## src/inc/supervisor_pkg.sv

```systemverilog
package supervisor_pkg;
  // ==========================================
  // time base
  localparam int CLK_PERIOD_NS = 20;
  localparam int TICK_PERIOD_NS = 1000000;
  localparam int TICK_CYCLES = (TICK_PERIOD_NS + CLK_PERIOD_NS - 1) / CLK_PERIOD_NS;
  localparam int PRESCALE_W = 17;
  // ==========================================
  // watchdog and reset timing, in ms ticks
  localparam int WATCHDOG_PERIOD_MS = 1600;
  localparam int RESET_HOLD_MS = 200;
  localparam int RESET_HOLD_MIN_MS = 140;
  localparam int RESET_HOLD_MAX_MS = 280;
  localparam int WD_W = 11;
  localparam int RS_W = 9;
  localparam logic [WD_W-1:0] WD_LAST = WD_W'(WATCHDOG_PERIOD_MS - 1);
  localparam logic [RS_W-1:0] RS_LAST = RS_W'(RESET_HOLD_MS - 1);
  // ==========================================
  // synchroniser lanes
  localparam int SYNC_W = 6;
  localparam int LANE_SUPPLY = 0;
  localparam int LANE_KICK = 1;
  localparam int LANE_DRIVEN = 2;
  localparam int LANE_PFI = 3;
  localparam int LANE_BATT_HI = 4;
  localparam int LANE_MAIN_HI = 5;
  localparam logic [SYNC_W-1:0] SYNC_RESET = 6'h00;
  // ==========================================
  // reset sequencer states
  typedef enum logic [2:0] {
    ST_HOLD = 3'h1,
    ST_STRETCH = 3'h2,
    ST_RUN = 3'h4
  } rst_state_t;
endpackage

```

## src/verilog/reset_watchdog_supervisor.sv

```systemverilog
module reset_watchdog_supervisor
  import supervisor_pkg::*;
#(
  parameter int TICK_LEN = TICK_CYCLES
)
(
  input wire logic clk_in,
  input wire logic arst_n_in,
  input wire logic supply_ok_in,
  input wire logic watchdog_kick_input_in,
  input wire logic watchdog_kick_driven_in,
  input wire logic powerfail_sense_input_in,
  input wire logic backup_above_main_in,
  input wire logic main_above_backup_in,
  output logic reset_n_out,
  output logic reset_out,
  output logic powerfail_flag_output_out,
  output logic backed_supply_output_backup_out
);
  // ==========================================
  // input synchronisers
  logic [SYNC_W-1:0] meta_reg;
  logic [SYNC_W-1:0] sync_reg;
  logic [SYNC_W-1:0] raw_in;
  logic kick_prev_reg;
  logic supply_s;
  logic kick_s;
  logic driven_s;
  logic pfi_s;
  logic batt_hi_s;
  logic main_hi_s;
  logic kick_edge;
  assign raw_in = {main_above_backup_in, backup_above_main_in, powerfail_sense_input_in,
                   watchdog_kick_driven_in, watchdog_kick_input_in, supply_ok_in};
  always_ff @(posedge clk_in or negedge arst_n_in)
  begin
    if (!arst_n_in)
    begin
      meta_reg <= SYNC_RESET;
      sync_reg <= SYNC_RESET;
      kick_prev_reg <= 1'b0;
    end
    else
    begin
      meta_reg <= raw_in;
      sync_reg <= meta_reg;
      kick_prev_reg <= sync_reg[LANE_KICK];
    end
  end
  assign supply_s = sync_reg[LANE_SUPPLY];
  assign kick_s = sync_reg[LANE_KICK];
  assign driven_s = sync_reg[LANE_DRIVEN];
  assign pfi_s = sync_reg[LANE_PFI];
  assign batt_hi_s = sync_reg[LANE_BATT_HI];
  assign main_hi_s = sync_reg[LANE_MAIN_HI];
  // a 50 ns pulse spans at least two 20 ns edges, so it survives the sampler
  assign kick_edge = kick_s ^ kick_prev_reg;

  // ==========================================
  // millisecond prescaler
  logic [PRESCALE_W-1:0] pre_reg;
  logic [PRESCALE_W-1:0] pre_next;
  logic tick;
  always_comb
  begin
    tick = (pre_reg == PRESCALE_W'(TICK_LEN - 1));
    pre_next = tick ? '0 : pre_reg + 1'b1;
  end
  always_ff @(posedge clk_in or negedge arst_n_in)
  begin
    if (!arst_n_in)
      pre_reg <= '0;
    else
      pre_reg <= pre_next;
  end
  // ==========================================
  // watchdog
  // free-running prescaler means up to one tick of slack, well inside tolerance
  rst_state_t state_reg;
  rst_state_t state_next;
  logic [WD_W-1:0] wd_reg;
  logic [WD_W-1:0] wd_next;
  logic wd_fire;
  always_comb
  begin
    wd_fire = 1'b0;
    wd_next = wd_reg;
    if (state_reg != ST_RUN || !driven_s || kick_edge)
      wd_next = '0;
    else if (tick)
    begin
      if (wd_reg == WD_LAST)
      begin
        wd_fire = 1'b1;
        wd_next = '0;
      end
      else
        wd_next = wd_reg + 1'b1;
    end
  end
  always_ff @(posedge clk_in or negedge arst_n_in)
  begin
    if (!arst_n_in)
      wd_reg <= '0;
    else
      wd_reg <= wd_next;
  end
  // ==========================================
  // reset sequencer
  logic [RS_W-1:0] rs_reg;
  logic [RS_W-1:0] rs_next;
  logic rst_n_reg;
  logic rst_reg;
  always_comb
  begin
    state_next = state_reg;
    rs_next = rs_reg;
    case (state_reg)
      ST_HOLD:
      begin
        rs_next = '0;
        if (supply_s)
          state_next = ST_STRETCH;
      end
      ST_STRETCH:
      begin
        if (!supply_s)
        begin
          state_next = ST_HOLD;
          rs_next = '0;
        end
        else if (tick)
        begin
          if (rs_reg == RS_LAST)
          begin
            state_next = ST_RUN;
            rs_next = '0;
          end
          else
            rs_next = rs_reg + 1'b1;
        end
      end
      ST_RUN:
      begin
        rs_next = '0;
        if (!supply_s)
          state_next = ST_HOLD;
        else if (wd_fire)
          state_next = ST_STRETCH;
      end
      default:
      begin
        state_next = ST_HOLD;
        rs_next = '0;
      end
    endcase
  end
  always_ff @(posedge clk_in or negedge arst_n_in)
  begin
    if (!arst_n_in)
    begin
      state_reg <= ST_HOLD;
      rs_reg <= '0;
      rst_n_reg <= 1'b0;
      rst_reg <= 1'b1;
    end
    else
    begin
      state_reg <= state_next;
      rs_reg <= rs_next;
      rst_n_reg <= (state_next == ST_RUN);
      rst_reg <= (state_next != ST_RUN);
    end
  end
  // ==========================================
  // backup switchover and power-fail flag
  logic backup_reg;
  logic backup_next;
  logic pf_reg;
  logic pf_next;
  always_comb
  begin
    backup_next = backup_reg;
    if (supply_s)
      backup_next = 1'b0;
    else if (!backup_reg && batt_hi_s)
      backup_next = 1'b1;
    else if (backup_reg && main_hi_s)
      backup_next = 1'b0;
    // comparator is off on backup, saving battery current
    pf_next = pfi_s && !backup_next;
  end
  always_ff @(posedge clk_in or negedge arst_n_in)
  begin
    if (!arst_n_in)
    begin
      backup_reg <= 1'b0;
      pf_reg <= 1'b0;
    end
    else
    begin
      backup_reg <= backup_next;
      pf_reg <= pf_next;
    end
  end
  assign reset_n_out = rst_n_reg;
  assign reset_out = rst_reg;
  assign powerfail_flag_output_out = pf_reg;
  assign backed_supply_output_backup_out = backup_reg;
endmodule

```

## config.mk

```make
export PLATFORM = sky130hd
export DESIGN_NAME = reset_watchdog_supervisor
export DESIGN_NICKNAME = d
export VERILOG_FILES = /design/src/inc/supervisor_pkg.sv /design/src/verilog/reset_watchdog_supervisor.sv
export SDC_FILE = /design/constraint.sdc
export NUM_CORES = 1
export LEC_CHECK = 0
export BUFFER_PORTS_ARGS = -buffer_cell sky130_fd_sc_hd__buf_4
export CORE_MARGIN = 2
export CORE_UTILIZATION = 40
export CTS_CLUSTER_DIAMETER = 200
export CTS_CLUSTER_SIZE = 40
export DETAILED_ROUTE_END_ITERATION = 16
export HOLD_SLACK_MARGIN = 0.06
export SLEW_MARGIN = 10
export SYNTH_ARGS = -nofsm -noshare
export SYNTH_HDL_FRONTEND = slang
export SYNTH_SLANG_ARGS = --single-unit
```

## constraint.sdc

```tcl
create_clock -name clk_in -period 2.3 [get_ports clk_in]
set_clock_uncertainty 0.05 [all_clocks]
set_input_delay 0.115 -clock clk_in [delete_from_list [all_inputs] [get_ports clk_in]]
set_output_delay 0.115 -clock clk_in [all_outputs]
set_load 0.01 [all_outputs]
```

### After elaboration in Yosys (flattened, before gate mapping)

Index checks and enable logic that the tools add are counted.

* output and inout port bits: 4
* flip-flop bits (word level): 57
* bits of input ports: 8
* logic and storage cells: 55

* add/subtract/negate cells: 3
* reduce and logical (&&, ||, !) cells: 9
* bitwise operators: 1
* equality and inequality tests: 10
* mux-type cells: 21

Operator list (count)
* $mux W9: 4
* $mux W11: 3
* $mux W3: 6
* $add A17 B1 Y17 const B: 1
* $eq A17 B16 Y1 const B: 1
* $mux W17: 1
* $add A11 B1 Y11 const B: 1
* $eq A11 B11 Y1 const B: 1
* $add A9 B1 Y9 const B: 1
* $eq A9 B8 Y1 const B: 1
* $ne A3 B3 Y1 const B: 3
* $pmux W3 S3: 1
* $eq A3 B3 Y1 const B: 2
* $mux W1: 6
* $eq A3 B1 Y1 const B: 1
* $eq A3 B2 Y1 const B: 1
* $logic_and A1 B1 Y1: 3
* $logic_not A1 Y1: 3
* $logic_or A1 B1 Y1: 2
* $reduce_bool A2 Y1: 1
* $xor A1 B1 Y1: 1

### Depth between registers and ports, before layout

Gate-level depths: netlist (run 1).

* depth after elaboration: 8
* depth in mapped cells: 9
* gate-level depth less buffers: 6

### Worst setup path after synthesis (run 1)

Ideal clock, no wire load.

* path type: reg-to-reg
* from: reg pre_reg[0]
* to: reg wd_reg[8]
* clock period less this slack: 1.961 ns
* buffers on the path: 1
* cell stages (with the launch flop): 8
* setup time: 0.125 ns
* arrival: 1.787 ns
* path slack: 0.339 ns
* data required time: 2.125 ns
* cell sequence: dfrtp_1 ha_1 and3_1 and4_1 buf_6 nand2_4 o31a_2 mux2_2

* longest elaborated chain between the ends: 2

Ends and longest elaborated chain
* start, declared: RTL line reset_watchdog_supervisor.sv:61 `logic [PRESCALE_W-1:0] pre_reg;`
* start signal, assigned: RTL line reset_watchdog_supervisor.sv:74 `pre_reg <= pre_next;`
* $eq A17 B16 Y1: RTL line reset_watchdog_supervisor.sv:66 `tick = (pre_reg == PRESCALE_W'(TICK_LEN - 1));`
* $reduce_bool A2 Y1 (no line)
* end signal, assigned: RTL line reset_watchdog_supervisor.sv:106 `wd_reg <= wd_next;`
* end, declared: RTL line reset_watchdog_supervisor.sv:81 `logic [WD_W-1:0] wd_reg;`

No other way between the ends.
A chain may end at the register's enable or synchronous reset.

### Final worst setup path (run 1)

Ends and elaborated chain as after synthesis.

==> impl_metrics.yaml, run 1 <==
run_status:
  status: "finished clean"
final_layout:
  largest_register_ffs: 17
  area_growth_pct: 17.4
  finalNonFillerCells: 361
  nFillCells: 613
  nNetsFinal: 290
  drive_above_1_share: 0.165
  num_antenna_cells: 0
floorplanning:
  core_sq_um: 6310
  die_h_microns: 84.8
  rows: 29
  initial_core_util: 0.414
  pin_count: 12
  dieArea_sq_um: 7190
  die_w_microns: 84.8
power_and_ir_drop:
  p_switching_w: 0.000555
  power.share.clock: 0.423
  swShare: 0.270
  power.density_nw_per_um2: 671
  leakage_nw: 1.36
  ir_drop_v: 0.000355
  p_comb_frac: 0.058
  seq_power_share: 0.519
  p_int_w: 0.00150
synth:
  synthAdderAreaFrac: 0.0144
  seq_area_frac_synth: 0.547
  ys_seq_elements: 57
  synth.area.mux_share: 0.0163
  syn_area_sq_um: 2610
  synth_edf_count: 0
  ys_types: 48
  synth.top_cell.area_share: 0.527
  yosys.area.top_type: "dfrtp_1"
  synth_top_family_by_area: "simple AND/OR/NAND/NOR gates"
  yosysMostFrequentCell: "dfrtp_1"
  synth_nets: 259
  synth_ff_type: "dfrtp_1"
  synth_xor_area_frac: 0.0604
  synthTopCellsByArea: "dfrtp_1 (53%), nand3_1 (4.2%), nand2_1 (3.9%)"
  synth.top_cells.by_count: "dfrtp_1 (55), nand2_1 (27), nand3_1 (22), nor2_1 (22), o21ai_0 (14)"
  avgSynthCellArea_sq_um: 10.5
  synth_compound_area_frac: 0.0934
  async_flop_share: 1.00
  syn_inst: 248
  synthSimpleGateAreaFrac: 0.249
  yosysWarnings: 0
drt:
  wl_per_cell_microns: 14.2
  wl_microns: 5140
  routed_via_density: 5.32
  vias: 1922
  route.detailed.drc: 0
  detail_route.first_pass.iterations: 4
  ant_nets: 0
  drt_iter0_drc: 92
timing:
  final.setup.tns_ns: 0
  rsz0062_at_grt: "no"
  fin_crit_sh: 0.887
  worst_hold_slack_ns: 0.304
  setup_viol: 0
  hold_viol: 0
  tightest_slew_ns: 0.705
  period_needed_ns: 2.04
  relSlewSlack: 0.530
  max_freq_mhz: 490
  slew_violations: 0
critical_path:
  crit_slowest_cell: "dfrtp_1"
  path_max_fanout: 7
  worstPathArrival_ns: 2.22
  crit_path_start_kind: "flip-flop"
  cp.required_ns: 2.48
  cp_slowest_stage_delay_ns: 0.43
  endpoint_kind: "flip-flop"
  path_cells: "ha_2, and3_1, and4_1, nand2_4, o31a_2, mux2_2"
  worstSetupPathType: "flip-flop to flip-flop"
clock_network:
  cts-buffers-inserted: 9
  clock_latency_ns: 0.34
  clk_pin_slew_ns: 0.07
  clockBufferDepth: 2
  cts_sinks: 57
  tritoncts: "built"
  cts_root_buf: "clkbuf_8"
  cts_setup_buffers: 0
  cts_max_level: 3
global_route:
  antenna_found_initial: 0
  grt_pass1_vias: 1933
  grt_overflow: 0
  grt_max_degree: 58
  grt_pass1_wl_microns: 9160
  track_usage: 0.166
placed_design:
  hpwl_microns: 3490
  gp_congestion: 0.817
  port_buffers: 11
  placedCellCount: 338
hold_path:
  hp-class: "flip-flop to flip-flop"
job:
  max_cap_viol_count: 0
==> cell families after synthesis <==
family	count (synthesis)
simple gates	120
flops	57
compound gates	38
xor+xnor	18
buf+inv	8
mux	4
fa+ha+maj	3
==> final cells by class <==
class                           count  area [sq um]  area share
Timing Repair Buffer               26           213      0.0694
Multi-Input combinational cell    183          1130       0.370
Clock buffer                        9           124      0.0404
Tap cell                           77          96.3      0.0314
Inverter                            2          7.51     0.00245
Sequential cell                    57          1430       0.466
Clock inverter                      7          62.6      0.0204
==> power groups by stage <==
stage	Combinational, W	Clock (W)	Sequential (W)
after floorplan	0.0000610	0	0.00108
after global placement	0.000109	0	0.00108
after detailed placement	0.000111	0	0.00109
after CTS	0.000121	0.000897	0.00107
after global routing	0.000142	0.000956	0.00107
final	0.000120	0.000871	0.00107
==> critical path: cells and delay by family (launching register included) <==
family / cells / cell delay, ns
AOI/OAI and AO/OA: 1 / 0.37
and+or+nand+nor: 3 / 0.56
DFF: 1 / 0.43
muxes: 1 / 0.26
adders and majority gates: 1 / 0.26
==> cells in the final DEF, fill, tap and decap left out, types with 3 or more instances in the layout <==
cell,count
and3_1,9
dlygate4sd3_1,7
clkbuf_8,9
a21o_1,4
xor2_1,11
clkinv_4,3
o21ai_0,14
nor2_1,22
nor3_1,4
nor2b_1,3
nand2_1,27
a21oi_1,4
nor4_1,5
nand3_1,22
o31ai_1,6
and4_1,3
dfrtp_1,55
xnor2_1,7
buf_4,19
nand4_1,5
==> metrics by stage <==
step | area (sq um) | utilization | power (W) | worst slack [ns]
after global placement | 2810 | 0.445 | 0.00119 | 0.287
after global routing | 3070 | 0.486 | 0.00217 | 0.0615
after floorplan | 2610 | - | 0.00114 | 0.339
final | 3070 | 0.486 | 0.00206 | 0.261
after CTS | 3060 | 0.485 | 0.00208 | 0.217
after detailed placement | 2810 | 0.445 | 0.00120 | 0.224
==> repair_timing <==
item | CTS | global route
setup endpoints to repair | 0 | 1
hold buffers | 7 | 0
hold endpoints to repair | 61 | 0
gates resized for setup | 0 | 1
==> per-layer routing <==
metal  part of all wire  global-route usage
met2               0.45               0.237
met3              0.044              0.0570
met4              0.024              0.0851
met1               0.48               0.223
met5                  0                   0
==> worst paths after layout <==
path | end | slack (ns) | depth (start not counted) | start
setup reg to reg | wd_reg[8] | 0.26 | 6 | pre_reg[0]
setup / recovery | wd_reg[8] | 0.26 | 6 | pre_reg[0]
min in group asynchronous | rs_reg[8] | 0.31 | 2 | arst_n_in
max in group asynchronous | pre_reg[10] | 1.42 | 2 | arst_n_in
hold / removal | sync_reg[4] | 0.30 | 0 | meta_reg[4]
hold reg to reg | sync_reg[4] | 0.30 | 0 | meta_reg[4]
No activity file was read; power rests on OpenSTA's default activity.
==> run 2: changes to the inputs <==
--- a/config.mk
+++ b/config.mk
@@ -7,11 +7,12 @@
 export LEC_CHECK = 0
 export BUFFER_PORTS_ARGS = -buffer_cell sky130_fd_sc_hd__buf_4
 export CORE_MARGIN = 2
-export CORE_UTILIZATION = 40
+export CORE_UTILIZATION = 57
 export CTS_CLUSTER_DIAMETER = 200
 export CTS_CLUSTER_SIZE = 40
 export DETAILED_ROUTE_END_ITERATION = 16
 export HOLD_SLACK_MARGIN = 0.06
+export PLACE_DENSITY = 0.75
 export SLEW_MARGIN = 10
 export SYNTH_ARGS = -nofsm -noshare
 export SYNTH_HDL_FRONTEND = slang
==> impl_metrics.yaml, run 2 (synthesized netlist as in run 1, its figures left out) <==
run_status:
  status: "finished clean"
final_layout:
  num_antenna_cells: 0
  area_growth_pct: 17.1
  largest_register_ffs: 17
  final_area_sq_um: 3060
  drive_above_1_share: 0.142
  fin_util: 0.697
  layout_common_cells: "dfrtp_1 (55), nand2_1 (27), nor2_1 (22), nand3_1 (22), buf_4 (17)"
  nNetsFinal: 288
  final_common_cell: "dfrtp_1"
  finalNonFillerCells: 333
drt:
  ant_nets: 0
  vias: 1940
  detail_route.first_pass.iterations: 4
  drt_iter0_drc: 122
  route.detailed.drc: 0
  routed_via_density: 5.83
  wl_per_cell_microns: 14.9
  wl_microns: 4970
critical_path:
  crit_path_start_kind: "flip-flop"
  endpoint_kind: "flip-flop"
  worstPathArrival_ns: 2.27
  r2r_cells: 6
  r2r_end: "rs_reg[3]"
  rr_startpoint: "pre_reg[0]"
  path_max_fanout: 12
  cp.required_ns: 2.48
  worstSetupPathType: "flip-flop to flip-flop"
  ff2ff_setup_slack_ns: 0.21
clock_network:
  clockBufferDepth: 2
  cts_resized: 0
  cts_setup_buffers: 0
  clk_pin_slew_ns: 0.06
  cts_sinks: 57
  cts_max_level: 3
  cts_root_buf: "clkbuf_8"
  clock_latency_ns: 0.33
  cts-buffers-inserted: 9
  tritoncts: "built"
floorplanning:
  rows: 24
  die_h_microns: 71.7
  dieArea_sq_um: 5140
  pin_count: 12
  die_w_microns: 71.7
  initial_core_util: 0.596
  core_sq_um: 4380
timing:
  fin_crit_sh: 0.909
  relSlewSlack: 0.516
  period_needed_ns: 2.09
  fin_ws_ns: 0.210
  max_freq_mhz: 479
  setup_viol: 0
  slew_violations: 0
  final.setup.tns_ns: 0
  hold_viol: 0
  tightest_slew_ns: 0.716
  rsz0062_at_grt: "no"
global_route:
  grt_pass1_vias: 1899
  track_usage: 0.223
  grt_pass1_wl_microns: 8720
  antenna_found_initial: 0
  grt_max_degree: 58
  grt_overflow: 0
placed_design:
  gp_congestion: 0.834
  place_area_sq_um: 2760
  port_buffers: 11
  placedCellCount: 311
  hpwl_microns: 3340
  post-place-ws_ns: 0.214
hold_path:
  holdPathStages: 0
  hp-class: "flip-flop to flip-flop"
  min_to: "sync_reg[3]"
  holdCritStartpoint: "meta_reg[3]"
job:
  max_cap_viol_count: 0
power_and_ir_drop:
  ir_drop_v: 0.000569
  power.density_nw_per_um2: 740
  leakage_nw: 1.37
## run 2: through the flow
step | hold slack (ns) | total power, W
global placement | 0.153 | 0.00119
CTS | 0.301 | 0.00229
global route | 0.304 | 0.00235
floorplan | -0.231 | 0.00114
detailed placement | 0.156 | 0.00119
finish | 0.299 | 0.00226
## run 2: per-layer routing
metal | global-route usage | routed length (microns)
met5 | 0 | 0
met4 | 0.0797 | 65
met3 | 0.0745 | 220
met2 | 0.348 | 2380
met1 | 0.294 | 2300
## run 2: area by class of cell
type | instances | area, sq um
flip-flops and latches | 57 | 1430
fillers | 357 | 1330
multi-input cells | 183 | 1130
repair buffers | 24 | 198
clock buffers | 12 | 135
clock inverters | 3 | 90.1
well taps | 52 | 65.1
inverters | 2 | 7.51
## run 2: worst max-delay path, cell delays in order (launching register included)
cell     delay [ns]
dfrtp_1        0.42
ha_1           0.19
and3_1         0.18
and4_1         0.36
and2_2         0.34
nand2_1        0.18
o31ai_1        0.28
## run 2: worst max path at each step
stage / startpoint / endpoint / slack [ns] / depth (start not counted)
after floorplan: pre_reg[0] / wd_reg[8] / 0.34 / 7
after global placement: pre_reg[0] / rs_reg[3] / 0.31 / 6
after detailed placement: pre_reg[0] / rs_reg[3] / 0.21 / 6
after CTS: pre_reg[0] / rs_reg[3] / 0.21 / 6
after global routing: pre_reg[0] / rs_reg[3] / 0.01 / 6
final: pre_reg[0] / rs_reg[3] / 0.21 / 6
## run 2: repair_timing
action                                  CTS  global route
hold buffers                              7             0
endpoints found under the setup margin    0             0
hold endpoints to repair                 61             0
## run 2: where the power goes
part	internal, W	switching (W)
clock	0.000715	0.000366
sequential	0.00104	0.0000255
combinational	0.0000539	0.0000630
total	0.00181	0.000454
==> run 3: changes to the inputs <==
--- a/config.mk
+++ b/config.mk
@@ -11,8 +11,8 @@
 export CTS_CLUSTER_DIAMETER = 200
 export CTS_CLUSTER_SIZE = 40
 export DETAILED_ROUTE_END_ITERATION = 16
-export HOLD_SLACK_MARGIN = 0.06
-export PLACE_DENSITY = 0.75
+export HOLD_SLACK_MARGIN = 0.03
+export PLACE_DENSITY = 0.86
 export SLEW_MARGIN = 10
 export SYNTH_ARGS = -nofsm -noshare
 export SYNTH_HDL_FRONTEND = slang
==> impl_metrics.yaml, run 3 (synthesized netlist as in run 1, its figures left out) <==
critical_path:
  r2r_cells: 6
  path_max_fanout: 7
  crit_path_start_kind: "flip-flop"
  worstPathArrival_ns: 2.39
  cp.required_ns: 2.52
  endpoint_kind: "flip-flop"
  worstSetupPathType: "flip-flop to flip-flop"
drt:
  wl_per_cell_microns: 16.1
  vias: 2028
  drt_iter0_drc: 166
  routed_via_density: 6.05
  ant_nets: 0
  detail_route.first_pass.iterations: 4
  wl_microns: 5410
  route.detailed.drc: 0
final_layout:
  num_antenna_cells: 0
  final_common_cell: "dfrtp_1"
  area_growth_pct: 16.6
  nNetsFinal: 289
  final_area_sq_um: 3050
  largest_register_ffs: 17
  layout_common_cells: "dfrtp_1 (55), nand2_1 (27), nor2_1 (22), nand3_1 (22), buf_4 (18)"
  nFillCells: 329
  drive_above_1_share: 0.163
floorplanning:
  core_sq_um: 4380
  die_w_microns: 71.7
  dieArea_sq_um: 5140
  initial_core_util: 0.596
  die_h_microns: 71.7
  pin_count: 12
  rows: 24
power_and_ir_drop:
  ir_drop_v: 0.000522
  power.density_nw_per_um2: 700
  p_total_w: 0.00213
  leakage_nw: 1.37
placed_design:
  gp_congestion: 0.920
  post-place-ws_ns: 0.131
  hpwl_microns: 3520
  port_buffers: 11
  place_area_sq_um: 2770
timing:
  max_freq_mhz: 460
  slew_violations: 0
  fin_crit_sh: 0.945
  hold_viol: 0
  relSlewSlack: 0.548
  setup_viol: 0
  final.setup.tns_ns: 0
  rsz0062_at_grt: "no"
  tightest_slew_ns: 0.678
  worst_hold_slack_ns: 0.301
  fin_ws_ns: 0.125
  period_needed_ns: 2.17
global_route:
  grt_max_degree: 58
  antenna_found_initial: 0
  grt_pass1_wl_microns: 9470
  grt_pass1_vias: 2041
  grt_overflow: 0
  track_usage: 0.244
run_status:
  status: "finished clean"
clock_network:
  cts_sinks: 57
  cts_max_level: 3
  cts-buffers-inserted: 9
  cts_root_buf: "clkbuf_8"
  clock_latency_ns: 0.34
  cts_setup_buffers: 0
  clk_pin_slew_ns: 0.07
  clockBufferDepth: 2
  tritoncts: "built"
hold_path:
  holdPathStages: 0
  hp-class: "flip-flop to flip-flop"
job:
  max_cap_viol_count: 0
run 3: where the power goes:
| group | leakage, nW | switching [W] | internal [W] | total (W) |
|---|---|---|---|---|
| combinational | 0.526 | 0.0000657 | 0.0000510 | 0.000117 |
| clock | 0.0985 | 0.000417 | 0.000530 | 0.000947 |
| sequential | 0.741 | 0.0000283 | 0.00104 | 0.00107 |
run 3: final cells by class:
class,instances,area [sq um],area share
clock buffers,10,138,0.0452
clock inverters,6,67.6,0.0222
inverters,2,7.51,0.00247
multi-input cells,183,1130,0.372
flip-flops and latches,57,1430,0.469
well taps,52,65.1,0.0214
repair buffers,25,205,0.0674
run 3: path summary, 6_finish.rpt:
kind | from | end | slack [ns]
setup / recovery | pre_reg[0] | wd_reg[10] | 0.13
hold / removal | meta_reg[2] | sync_reg[2] | 0.30
setup reg to reg | pre_reg[0] | wd_reg[10] | 0.13
hold reg to reg | meta_reg[2] | sync_reg[2] | 0.30
max in group asynchronous | arst_n_in | pre_reg[13] | 1.43
min in group asynchronous | arst_n_in | meta_reg[3] | 0.31
run 3: critical path, stage by stage (launching register included):
cell and delay, ns:
dfrtp_1 0.44, ha_1 0.30, and3_1 0.22, and4_2 0.33
nand2_4 0.09, or4_1 0.53, a21oi_1 0.15
run 3: repair_timing:
item	CTS	global route
hold endpoints to repair	61	0
resized for setup	0	1
setup endpoints to repair	0	4
hold buffers	7	0
run 3: through the flow:
| step | std cells | util |
|---|---|---|
| after floorplan | 248 | - |
| after global placement | 312 | 0.632 |
| after detailed placement | 312 | 0.632 |
| after CTS | 335 | 0.694 |
| after global routing | 335 | 0.695 |
| final | 335 | 0.695 |
run 3: routing by layer:
metal,part of all wire,track usage
met1,0.41,0.300
met2,0.52,0.405
met3,0.040,0.0436
met4,0.029,0.140
met5,0,0
